[config.mk]
export PLATFORM = sky130hd
export DESIGN_NAME = amt_alert_mask
export DESIGN_NICKNAME = d
export VERILOG_FILES = /design/src/hdl/amt_pkg.sv /design/src/hdl/amt_alert_mask.sv /design/src/hdl/amt_throttle_timer.sv
export SDC_FILE = /design/constraint.sdc
export NUM_CORES = 1
export LEC_CHECK = 0
export BUFFER_PORTS_ARGS = -buffer_cell sky130_fd_sc_hd__buf_2
export CAP_MARGIN = 20
export CORE_MARGIN = 2
export CORE_UTILIZATION = 34
export DETAILED_ROUTE_END_ITERATION = 8
export SLEW_MARGIN = 5
export SYNTH_ARGS = -nofsm -noshare
export SYNTH_HDL_FRONTEND = slang
export SYNTH_HIERARCHICAL = 1
export SYNTH_SLANG_ARGS = --single-unit
[constraint.sdc]
create_clock -name CORE_CLK -period 4 [get_ports CORE_CLK]
set_input_delay 0.4 -clock CORE_CLK [delete_from_list [all_inputs] [get_ports CORE_CLK]]
set_output_delay 0.4 -clock CORE_CLK [all_outputs]
set_load 0.02 [all_outputs]
[src/hdl/amt_pkg.sv]
// Contract
// - Masking blocks only the alert, never the status
// - Mask one bits 6,5,4,2,1 gate channel alerts
// - Mask one bit 7 gates second-status summary alert
// - Mask two bits 7,6,4,3,2,1 gate their alerts
// - Mask two bit 5 gates fan four/timer
// - Alert off after reset; config three bit 0
// - Config four bits 1:0 pick shared pin function
// - Throttle needs config three bit 1 set
// - Reduced variant latch sets 0.25 above limit
// - Latch holds until below limit and flag cleared
// - Reduced variant limits reset to 136 and 100
// - Full_speed_on_throttle drives fans full while throttle low
// - Full_speed_on_throttle only when a fan already runs
// - Timer accumulates total throttle assertion time
// - Timer clears on read and saturates
// - Bit 0 first assertion, then 22.76 ms steps
// - Read during assertion restarts at one
// - Read during assertion, zero limit, flag again
// - Status bits other than overtemperature are sticky
// - Overtemperature flag and its alert not sticky
// - Timer above limit sets fan four/timer flag
`default_nettype none
package amt_pkg;
	localparam logic [7:0] ADDR_STATUS_ONE = 8'h41;
	localparam logic [7:0] ADDR_STATUS_TWO = 8'h42;
	localparam logic [7:0] ADDR_LIMIT_REMOTE_ONE = 8'h6A;
	localparam logic [7:0] ADDR_LIMIT_REMOTE_TWO = 8'h6C;
	localparam logic [7:0] ADDR_ALERT_MASK_ONE = 8'h74;
	localparam logic [7:0] ADDR_ALERT_MASK_TWO = 8'h75;
	localparam logic [7:0] ADDR_PIN_AND_FULL_SPEED_ON_THROTTLE_CONFIG = 8'h78;
	localparam logic [7:0] ADDR_THROTTLE_TIMER_VALUE = 8'h79;
	localparam logic [7:0] ADDR_THROTTLE_TIMER_LIMIT = 8'h7A;
	localparam logic [7:0] ADDR_SHARED_PIN_FUNCTION_CONFIG = 8'h7D;
	localparam logic [7:0] STATUS_ONE_VALID = 8'h76;
	localparam logic [7:0] STATUS_TWO_STICKY = 8'hFC;
	localparam logic [7:0] MASK_ONE_VALID = 8'hF6;
	localparam logic [7:0] MASK_TWO_VALID = 8'hFE;
	localparam int BIT_SUMMARY = 7;
	localparam int BIT_FAN_FOUR_OR_TIMER = 5;
	localparam int BIT_OVERTEMP = 1;
	localparam int BIT_CRITICAL = 0;
	localparam int BIT_ALERT_ENABLE = 0;
	localparam int BIT_THROTTLE_ENABLE = 1;
	localparam int BIT_FULL_SPEED_ON_THROTTLE = 2;
	localparam int BIT_LATCH_FULL_SPEED_ON_THROTTLE_DISABLE = 2;
	localparam int BIT_LATCH_SELECT_REMOTE_TWO = 3;
	localparam logic [1:0] FUNC_THROTTLE = 2'h0;
	localparam logic [1:0] FUNC_TACH = 2'h1;
	localparam logic [1:0] FUNC_GPIO = 2'h2;
	localparam logic [1:0] FUNC_ALERT = 2'h3;
	localparam logic [7:0] RESET_MASK = 8'h00;
	localparam logic [7:0] RESET_PIN_AND_FULL_SPEED_ON_THROTTLE = 8'h00;
	localparam logic [7:0] RESET_SHARED_PIN = 8'h01;
	localparam logic [7:0] RESET_TIMER_LIMIT = 8'h00;
	localparam logic [7:0] RESET_LIMIT_REMOTE_ONE = 8'h64;
	localparam logic [7:0] RESET_LIMIT_REMOTE_TWO = 8'h88;
	localparam int TEMP_W = 10;
	localparam int TEMP_FRAC_W = 2;
	localparam real CLK_PERIOD_NS = 4.0;
	localparam real TIMER_UNIT_MS = 22.76;
	localparam int TIMER_UNIT_CYCLES =
		int'(TIMER_UNIT_MS * 1.0E6 / CLK_PERIOD_NS);
	localparam int PRESCALE_W = 23;
	localparam logic [7:0] TIMER_FULL = 8'hFF;
	localparam logic [7:0] TIMER_FIRST_STEP = 8'h02;
endpackage : amt_pkg
`default_nettype wire

[src/hdl/amt_alert_mask.sv]
`default_nettype none
module amt_alert_mask
	import amt_pkg::*;
#(
	parameter bit REDUCED_VARIANT = 1'b0,
	parameter int TIMER_UNIT = TIMER_UNIT_CYCLES
) (
	input wire logic CORE_CLK,
	input wire logic RSTN,
	input wire logic [7:0] REG_ADDR,
	input wire logic REG_WR,
	input wire logic REG_RD,
	input wire logic [7:0] REG_WDATA,
	output logic [7:0] REG_RDATA,
	input wire logic [7:0] LIMIT_COND_ONE,
	input wire logic [7:0] LIMIT_COND_TWO,
	input wire logic [TEMP_W-1:0] REMOTE_ONE_TEMP,
	input wire logic [TEMP_W-1:0] REMOTE_TWO_TEMP,
	input wire logic MANUAL_MODE,
	input wire logic [7:0] MANUAL_DUTY,
	input wire logic TEMP_ABOVE_START,
	input wire logic PIN5_IN,
	output logic PIN5_OUT,
	output logic PIN5_OE,
	input wire logic PIN9_IN,
	output logic PIN9_OUT,
	output logic PIN9_OE,
	output logic FOURTH_TACHOMETER_INPUT,
	output logic FANS_FULL_SPEED,
	output logic CRITICAL_LATCH
);
	typedef struct packed {
		logic [2:0] pin_sync;
		logic [7:0] alert_mask_one;
		logic [7:0] alert_mask_two;
		logic [7:0] pin_and_full_speed_on_throttle_config;
		logic [7:0] throttle_timer_limit;
		logic [7:0] shared_pin_function_config;
		logic [7:0] limit_remote_one;
		logic [7:0] limit_remote_two;
		logic [7:0] status_one;
		logic [7:0] status_two;
		logic pin_level;
		logic critical_latch;
		logic [7:0] rdata;
		logic pin5_oe;
		logic pin9_oe;
		logic tach;
		logic full_speed;
	} amt_state_t;

	amt_state_t cur;
	amt_state_t next_cur;
	logic [7:0] timer_value;
	logic timer_read;
	logic throttle_active;
	logic throttle_asserted;

	// Pin 5 input is unused: it only ever drives, so it needs no sampling.
	logic pin5_unused;
	assign pin5_unused = PIN5_IN;

	assign throttle_active =
		cur.shared_pin_function_config[1:0] == FUNC_THROTTLE &&
		cur.pin_and_full_speed_on_throttle_config[BIT_THROTTLE_ENABLE];
	assign throttle_asserted = throttle_active && !cur.pin_level;
	assign timer_read = REG_RD && REG_ADDR == ADDR_THROTTLE_TIMER_VALUE;

	amt_throttle_timer #(
		.UNIT_CYCLES(TIMER_UNIT)
	) u_timer (
		.clk(CORE_CLK),
		.rstn(RSTN),
		.asserted(throttle_asserted),
		.read_strobe(timer_read),
		.value(timer_value)
	);

	function automatic logic [TEMP_W-1:0] scale_limit(input logic [7:0] lim);
		scale_limit = {lim, {TEMP_FRAC_W{1'b0}}};
	endfunction

	logic [TEMP_W-1:0] crit_temp;
	logic [TEMP_W-1:0] crit_limit;
	logic crit_above;
	logic crit_below;
	logic fan_running;
	logic timer_over;
	logic rd_one;
	logic rd_two;
	logic [7:0] cond_two;
	logic alert_req;
	logic [7:0] mask_sel;
	logic [7:0] mask_two_sel;

	always_comb begin
		next_cur = cur;
		// A change on the pin counts once stages two and three agree.
		next_cur.pin_sync = {cur.pin_sync[1:0], PIN9_IN};
		if (cur.pin_sync[1] == cur.pin_sync[2]) begin
			next_cur.pin_level = cur.pin_sync[2];
		end

		if (REG_WR) begin
			case (REG_ADDR)
				ADDR_ALERT_MASK_ONE: begin
					next_cur.alert_mask_one = REG_WDATA & MASK_ONE_VALID;
				end
				ADDR_ALERT_MASK_TWO: begin
					next_cur.alert_mask_two = REG_WDATA & MASK_TWO_VALID;
				end
				ADDR_PIN_AND_FULL_SPEED_ON_THROTTLE_CONFIG: begin
					next_cur.pin_and_full_speed_on_throttle_config = REG_WDATA;
				end
				ADDR_THROTTLE_TIMER_LIMIT: begin
					next_cur.throttle_timer_limit = REG_WDATA;
				end
				ADDR_SHARED_PIN_FUNCTION_CONFIG: begin
					next_cur.shared_pin_function_config = REG_WDATA;
				end
				ADDR_LIMIT_REMOTE_ONE: begin
					next_cur.limit_remote_one = REG_WDATA;
				end
				ADDR_LIMIT_REMOTE_TWO: begin
					next_cur.limit_remote_two = REG_WDATA;
				end
				default: begin
				end
			endcase
		end

		rd_one = REG_RD && REG_ADDR == ADDR_STATUS_ONE;
		rd_two = REG_RD && REG_ADDR == ADDR_STATUS_TWO;

		// The timer condition ends by itself once a timer read drops the value to the limit or below.
		timer_over = throttle_active &&
			timer_value > cur.throttle_timer_limit;

		cond_two = LIMIT_COND_TWO;
		if (cur.shared_pin_function_config[1:0] == FUNC_THROTTLE) begin
			cond_two[BIT_FAN_FOUR_OR_TIMER] = timer_over;
		end
		cond_two[BIT_CRITICAL] = 1'b0;

		crit_temp = cur.shared_pin_function_config[BIT_LATCH_SELECT_REMOTE_TWO]
			? REMOTE_TWO_TEMP : REMOTE_ONE_TEMP;
		crit_limit = cur.shared_pin_function_config[BIT_LATCH_SELECT_REMOTE_TWO]
			? scale_limit(cur.limit_remote_two)
			: scale_limit(cur.limit_remote_one);
		// One fractional step above the limit is the first trip point.
		crit_above = REDUCED_VARIANT && crit_temp > crit_limit;
		crit_below = crit_temp < crit_limit;
		cond_two[BIT_CRITICAL] = crit_above;

		// Sticky except overtemperature: set wins over a read, and a read only clears a gone event.
		next_cur.status_one[6:1] = (LIMIT_COND_ONE[6:1] |
			(cur.status_one[6:1] & {6{~rd_one}})) &
			STATUS_ONE_VALID[6:1];
		next_cur.status_one[0] = 1'b0;
		next_cur.status_two = (cond_two |
			(cur.status_two & {8{~rd_two}})) & STATUS_TWO_STICKY;
		next_cur.status_two[BIT_CRITICAL] = REDUCED_VARIANT &&
			(crit_above || (cur.status_two[BIT_CRITICAL] && !rd_two));
		next_cur.status_two[BIT_OVERTEMP] = LIMIT_COND_TWO[BIT_OVERTEMP];
		next_cur.status_one[BIT_SUMMARY] = |next_cur.status_two;

		if (crit_above) begin
			next_cur.critical_latch = 1'b1;
		end else if (crit_below && !cur.status_two[BIT_CRITICAL]) begin
			next_cur.critical_latch = 1'b0;
		end
		if (!REDUCED_VARIANT) begin
			next_cur.critical_latch = 1'b0;
		end

		mask_sel = cur.alert_mask_one;
		mask_two_sel = cur.alert_mask_two;
		alert_req = |(next_cur.status_one[6:1] & ~mask_sel[6:1] &
			MASK_ONE_VALID[6:1]);
		alert_req = alert_req | |(next_cur.status_two[7:1] &
			~mask_two_sel[7:1]);
		// Summary path lets second-register events through all masks there.
		alert_req = alert_req | (next_cur.status_one[BIT_SUMMARY] &
			~mask_sel[BIT_SUMMARY]);

		if (REDUCED_VARIANT) begin
			next_cur.pin5_oe = next_cur.critical_latch;
		end else begin
			next_cur.pin5_oe = alert_req &&
				cur.pin_and_full_speed_on_throttle_config[BIT_ALERT_ENABLE];
		end

		case (cur.shared_pin_function_config[1:0])
			FUNC_ALERT: begin
				next_cur.pin9_oe = alert_req;
				next_cur.tach = 1'b1;
			end
			FUNC_TACH: begin
				next_cur.pin9_oe = 1'b0;
				next_cur.tach = cur.pin_level;
			end
			FUNC_THROTTLE: begin
				next_cur.pin9_oe = 1'b0;
				next_cur.tach = 1'b1;
			end
			FUNC_GPIO: begin
				next_cur.pin9_oe = 1'b0;
				next_cur.tach = 1'b1;
			end
			default: begin
				next_cur.pin9_oe = 1'b0;
				next_cur.tach = 1'b1;
			end
		endcase

		fan_running = MANUAL_MODE ? MANUAL_DUTY != 8'h00
			: TEMP_ABOVE_START;
		next_cur.full_speed = (fan_running && throttle_asserted &&
			cur.pin_and_full_speed_on_throttle_config[BIT_FULL_SPEED_ON_THROTTLE]) ||
			(next_cur.critical_latch &&
			!cur.shared_pin_function_config[BIT_LATCH_FULL_SPEED_ON_THROTTLE_DISABLE]);

		next_cur.rdata = 8'h00;
		if (REG_RD) begin
			case (REG_ADDR)
				ADDR_STATUS_ONE: next_cur.rdata = cur.status_one;
				ADDR_STATUS_TWO: next_cur.rdata = cur.status_two;
				ADDR_ALERT_MASK_ONE: next_cur.rdata = cur.alert_mask_one;
				ADDR_ALERT_MASK_TWO: next_cur.rdata = cur.alert_mask_two;
				ADDR_PIN_AND_FULL_SPEED_ON_THROTTLE_CONFIG: begin
					next_cur.rdata = cur.pin_and_full_speed_on_throttle_config;
				end
				ADDR_THROTTLE_TIMER_VALUE: next_cur.rdata = timer_value;
				ADDR_THROTTLE_TIMER_LIMIT: begin
					next_cur.rdata = cur.throttle_timer_limit;
				end
				ADDR_SHARED_PIN_FUNCTION_CONFIG: begin
					next_cur.rdata = cur.shared_pin_function_config;
				end
				ADDR_LIMIT_REMOTE_ONE: next_cur.rdata = cur.limit_remote_one;
				ADDR_LIMIT_REMOTE_TWO: next_cur.rdata = cur.limit_remote_two;
				default: next_cur.rdata = 8'h00;
			endcase
		end
	end

	always_ff @(posedge CORE_CLK) begin
		if (!RSTN) begin
			cur <= '0;
			cur.pin_sync <= 3'h7;
			cur.pin_level <= 1'b1;
			cur.tach <= 1'b1;
			cur.alert_mask_one <= RESET_MASK;
			cur.alert_mask_two <= RESET_MASK;
			cur.pin_and_full_speed_on_throttle_config <= RESET_PIN_AND_FULL_SPEED_ON_THROTTLE;
			cur.throttle_timer_limit <= RESET_TIMER_LIMIT;
			cur.shared_pin_function_config <= RESET_SHARED_PIN;
			cur.limit_remote_one <= RESET_LIMIT_REMOTE_ONE;
			cur.limit_remote_two <= RESET_LIMIT_REMOTE_TWO;
		end else begin
			cur <= next_cur;
		end
	end

	// Open-drain pins only ever pull low; the board supplies the high level.
	assign PIN5_OUT = 1'b0;
	assign PIN9_OUT = 1'b0;
	assign PIN5_OE = cur.pin5_oe;
	assign PIN9_OE = cur.pin9_oe;
	assign REG_RDATA = cur.rdata;
	assign FOURTH_TACHOMETER_INPUT = cur.tach;
	assign FANS_FULL_SPEED = cur.full_speed;
	assign CRITICAL_LATCH = cur.critical_latch;
endmodule : amt_alert_mask
`default_nettype wire

[src/hdl/amt_throttle_timer.sv]
`default_nettype none
module amt_throttle_timer
	import amt_pkg::*;
#(
	parameter int UNIT_CYCLES = TIMER_UNIT_CYCLES
) (
	input wire logic clk,
	input wire logic rstn,
	input wire logic asserted,
	input wire logic read_strobe,
	output logic [7:0] value
);
	typedef struct packed {
		logic [PRESCALE_W-1:0] prescale;
		logic [7:0] units;
		logic seen;
		logic [7:0] value;
	} amt_timer_state_t;

	localparam logic [PRESCALE_W-1:0] LAST_COUNT =
		PRESCALE_W'(UNIT_CYCLES - 1);

	amt_timer_state_t cur;
	amt_timer_state_t next_cur;

	always_comb begin
		next_cur = cur;
		if (read_strobe) begin
			// Restart from nothing; an active assertion shows again at once.
			next_cur.prescale = '0;
			next_cur.units = 8'h00;
			next_cur.seen = asserted;
		end else if (asserted) begin
			next_cur.seen = 1'b1;
			// The prescaler only moves while asserted, so time accumulates.
			if (cur.prescale == LAST_COUNT) begin
				next_cur.prescale = '0;
				if (cur.units != TIMER_FULL) begin
					next_cur.units = cur.units + 8'h01;
				end
			end else begin
				next_cur.prescale = cur.prescale + PRESCALE_W'(1);
			end
		end
		// Below two whole units the value reads as one once asserted.
		if (next_cur.units >= TIMER_FIRST_STEP) begin
			next_cur.value = next_cur.units;
		end else begin
			next_cur.value = {7'h00, next_cur.seen};
		end
	end

	always_ff @(posedge clk) begin
		if (!rstn) begin
			cur <= '0;
		end else begin
			cur <= next_cur;
		end
	end

	assign value = cur.value;
endmodule : amt_throttle_timer
`default_nettype wire

==> results.sh <==
export IMPL_startpoint_type="flip-flop"
export IMPL_ir_drop_v=0.000316
export IMPL_hpwl_um=11300
export IMPL_grt_usage_pct=17.6
export IMPL_outcome="finished, final reports clean"
export IMPL_nFillCells=1751
export IMPL_ys_seq_area_share_pct=40.9
export IMPL_coreArea_sq_um=17200
export IMPL_max_freq_mhz=302
export IMPL_synth_main_ff_cell="dfxtp_1"
export IMPL_end_kind="flip-flop"
export IMPL_start_util_pct=34.6
export IMPL_place_gp_congestion=0.869
export IMPL_multi_input_area_sq_um=3120
export IMPL_ys_ff_latch=122
export IMPL_clkLatencyLatePin_ns=0.43
export IMPL_drc=0
export IMPL_final_setup_viol_count=0
export IMPL_clk_pin_slew_ns=0.06
export IMPL_fin_nets=804
export IMPL_drt_first_pass_iters=5
export IMPL_cts_resized_gates=0
export IMPL_path_class="flip-flop to flip-flop"
export IMPL_path_cells="or3b_2 -> nor2_1 -> buf_4 -> nand4_1 -> nor4_4 -> and3_1 -> mux2i_1 -> a21oi_1 -> nor4_2 -> mux2_1"
export IMPL_overflow=0
export IMPL_hold_path_class="primary input to flip-flop"
export IMPL_maxSlewHeadroom_pct=41.6
export IMPL_cts_sinks=122
export IMPL_diodes=0
export IMPL_synth_edf_count=0
export IMPL_place_port_buffers=54
export IMPL_arrival_ns=3.62
export IMPL_fin_crit_ns=3.31
export IMPL_skew_ns=0.0102
export IMPL_postRouteWirelength_um=16000
export IMPL_drive_gt1_share_pct=16.1
export IMPL_post_cts_buffers=0
export IMPL_initialDrtViolationCount=403
export IMPL_hold_viol_final=0
export IMPL_via_per_inst=5.34
export IMPL_cap_violations=0
export IMPL_crit_fanout=9
export IMPL_period_share_pct=82.8
export IMPL_die_area_sq_um=18600
export IMPL_rows=48
export IMPL_syn_inst=700
export IMPL_register_area_sq_um=2440
export IMPL_area_growth_pct=15.3
export IMPL_ctsRootBufferMaster="clkbuf_16"
export IMPL_die_h_um=137
export IMPL_maxSlewViolCount=0
export IMPL_synth_area_per_cell_sq_um=8.53
export IMPL_required_ns=4.31
export IMPL_cpLargestDelayFamily="simple AND/OR/NAND/NOR gates"
export IMPL_worstMarginPinSlew_ns=0.872
export IMPL_antenna_found_initial=0
export IMPL_postRouteAntennaNets=0
export IMPL_wire_per_inst_um=16.6
export IMPL_grt_pass1_vias=4629
export IMPL_slowest_delay_ns=0.53
export IMPL_instances_no_fill=964
export IMPL_ios=83
export IMPL_post_place_cells=932
export IMPL_via_count=5147
export IMPL_cpMaxStageDelayCell="or3b_2"
export IMPL_placed_area_sq_um=6270
export IMPL_grt_pass1_wl_um=24900
export IMPL_rsz0062_at_grt="false"
export IMPL_die_w_um=137
export IMPL_tns_ns=0
export IMPL_postLayoutCellArea_sq_um=6880
export IMPL_clock_path_buffers=2
export IMPL_cp_num_buf_inv=1
export IMPL_async_flop_share_pct=0
export IMPL_ctsHtreeMaxLevel=4
export IMPL_grt_max_degree=44
export IMPL_syn_area_sq_um=5970
export IMPL_cts_tree="done"
export IMPL_p_leak_nw=2.52
export IMPL_synth_cell_types=69
export IMPL_power_density_nw_per_um2=430
export IMPL_cts_buffers=17
export IMPL_hold_buffers=0
export IMPL_yosysWarnings=6
export IMPL_fin_hold_ws_ns=0.175
## metal layers
| metal | global-route usage [%] | share of wire (%) |
|---|---|---|
| met3 | 3.93 | 6.3 |
| met2 | 27.2 | 45 |
| met1 | 23.5 | 46 |
| met5 | 0 | 0 |
| met4 | 7.41 | 2.7 |
## logic make-up after synthesis
family / after synthesis / synth area share, %
DFF: 122 / 40.9
muxes: 19 / 3.31
and+or+nand+nor: 293 / 25.3
other: 1 / 0.0628
adders and majority gates: 10 / 2.10
xor gates and xnor gates: 21 / 3.08
buffers and inverters: 81 / 7.00
AOI/OAI and AO/OA: 153 / 18.3
## metrics by stage
| step | utilization [%] | total power, W | setup WS (ns) |
|---|---|---|---|
| 2_1_floorplan | - | 0.00134 | 1.03 |
| 3_3_place_gp | 36.4 | 0.00139 | 0.772 |
| 3_5_place_dp | 36.4 | 0.00139 | 0.720 |
| 4_1_cts | 39.9 | 0.00298 | 0.707 |
| 5_1_grt | 39.9 | 0.00305 | 0.403 |
| 6_report | 39.9 | 0.00296 | 0.689 |
## area by class of cell
type | instances | area share, %
clock inverter | 13 | 2.45
tap | 225 | 4.09
multi-input combinational | 499 | 45.3
clock buffer | 19 | 6.44
inverter | 22 | 1.20
sequential | 122 | 35.5
timing repair buffer | 64 | 5.02
## placed cells by master, fill, tap and decap left out, types with 10 or more instances in the layout
master	count
a21boi_0	40
a21oi_1	23
a22oi_1	13
buf_2	54
buf_4	10
clkbuf_16	17
dfxtp_1	122
ha_1	10
inv_1	22
mux2i_1	13
nand2_1	89
nand3_1	58
nand4_1	12
nor2_1	48
nor2b_1	19
o21ai_0	18
xor2_1	14
## worst reg2reg max path, cell delays in order (launching register included)
cell     delay (ns)
dfxtp_1        0.35
or3b_2         0.53
nor2_1         0.11
buf_4          0.18
nand4_1        0.19
nor4_4         0.43
and3_1         0.38
mux2i_1        0.34
a21oi_1        0.12
nor4_2         0.24
mux2_1         0.34
## cells in the mapped netlist, types with 4 or more instances
cell	n	share of area, %
mux2_2	5	0.94
inv_1	22	1.4
buf_4	22	2.8
a22oi_1	13	1.6
nand2b_1	8	0.84
and3_1	9	0.94
o21bai_1	4	0.50
a21boi_0	40	5.0
a22o_1	6	0.88
and4_1	4	0.59
clkbuf_1	21	1.3
o22ai_1	4	0.42
a221oi_1	6	0.88
xnor2_1	7	1.0
a21oi_1	23	1.9
mux2i_1	13	2.2
ha_1	10	2.1
nor2b_1	19	2.0
nand2_1	89	5.6
buf_2	13	1.1
a31oi_1	9	0.94
a32oi_1	4	0.59
dfxtp_1	122	41
nand3_1	58	4.9
o21ai_0	18	1.5
and2_1	7	0.73
nor2_1	48	3.0
nor3_1	8	0.67
nand4_1	12	1.3
o21a_1	4	0.50
or3_1	5	0.52
xor2_1	14	2.1
## state kept, by name (all words and copies together), names as in the netlist
name and flops:
mask_two_sel 7, cur 57, u_timer/cur 32, PIN5_OE 1, PIN9_OE 1, u_timer/value 8
FOURTH_TACHOMETER_INPUT 1, REG_RDATA 8, FANS_FULL_SPEED 1, mask_sel 6
## worst paths after layout
path | to | slack, ns | depth (start not counted) | from
min reg2reg | cur[87] | 0.41 | 1 | cur[86]
max reg2reg | u_timer/value[0] | 0.69 | 10 | cur[46]
min | cur[86] | 0.18 | 2 | PIN9_IN
max | u_timer/value[0] | 0.69 | 10 | cur[46]
## report_power, final
part	switching (W)	internal (W)	leakage (nW)
Clock	0.000591	0.00100	0.297
Combinational	0.0000843	0.0000468	1.23
Sequential	0.00000930	0.00123	0.988
Total	0.000684	0.00227	2.52
Power figures use the tool's default switching activity.
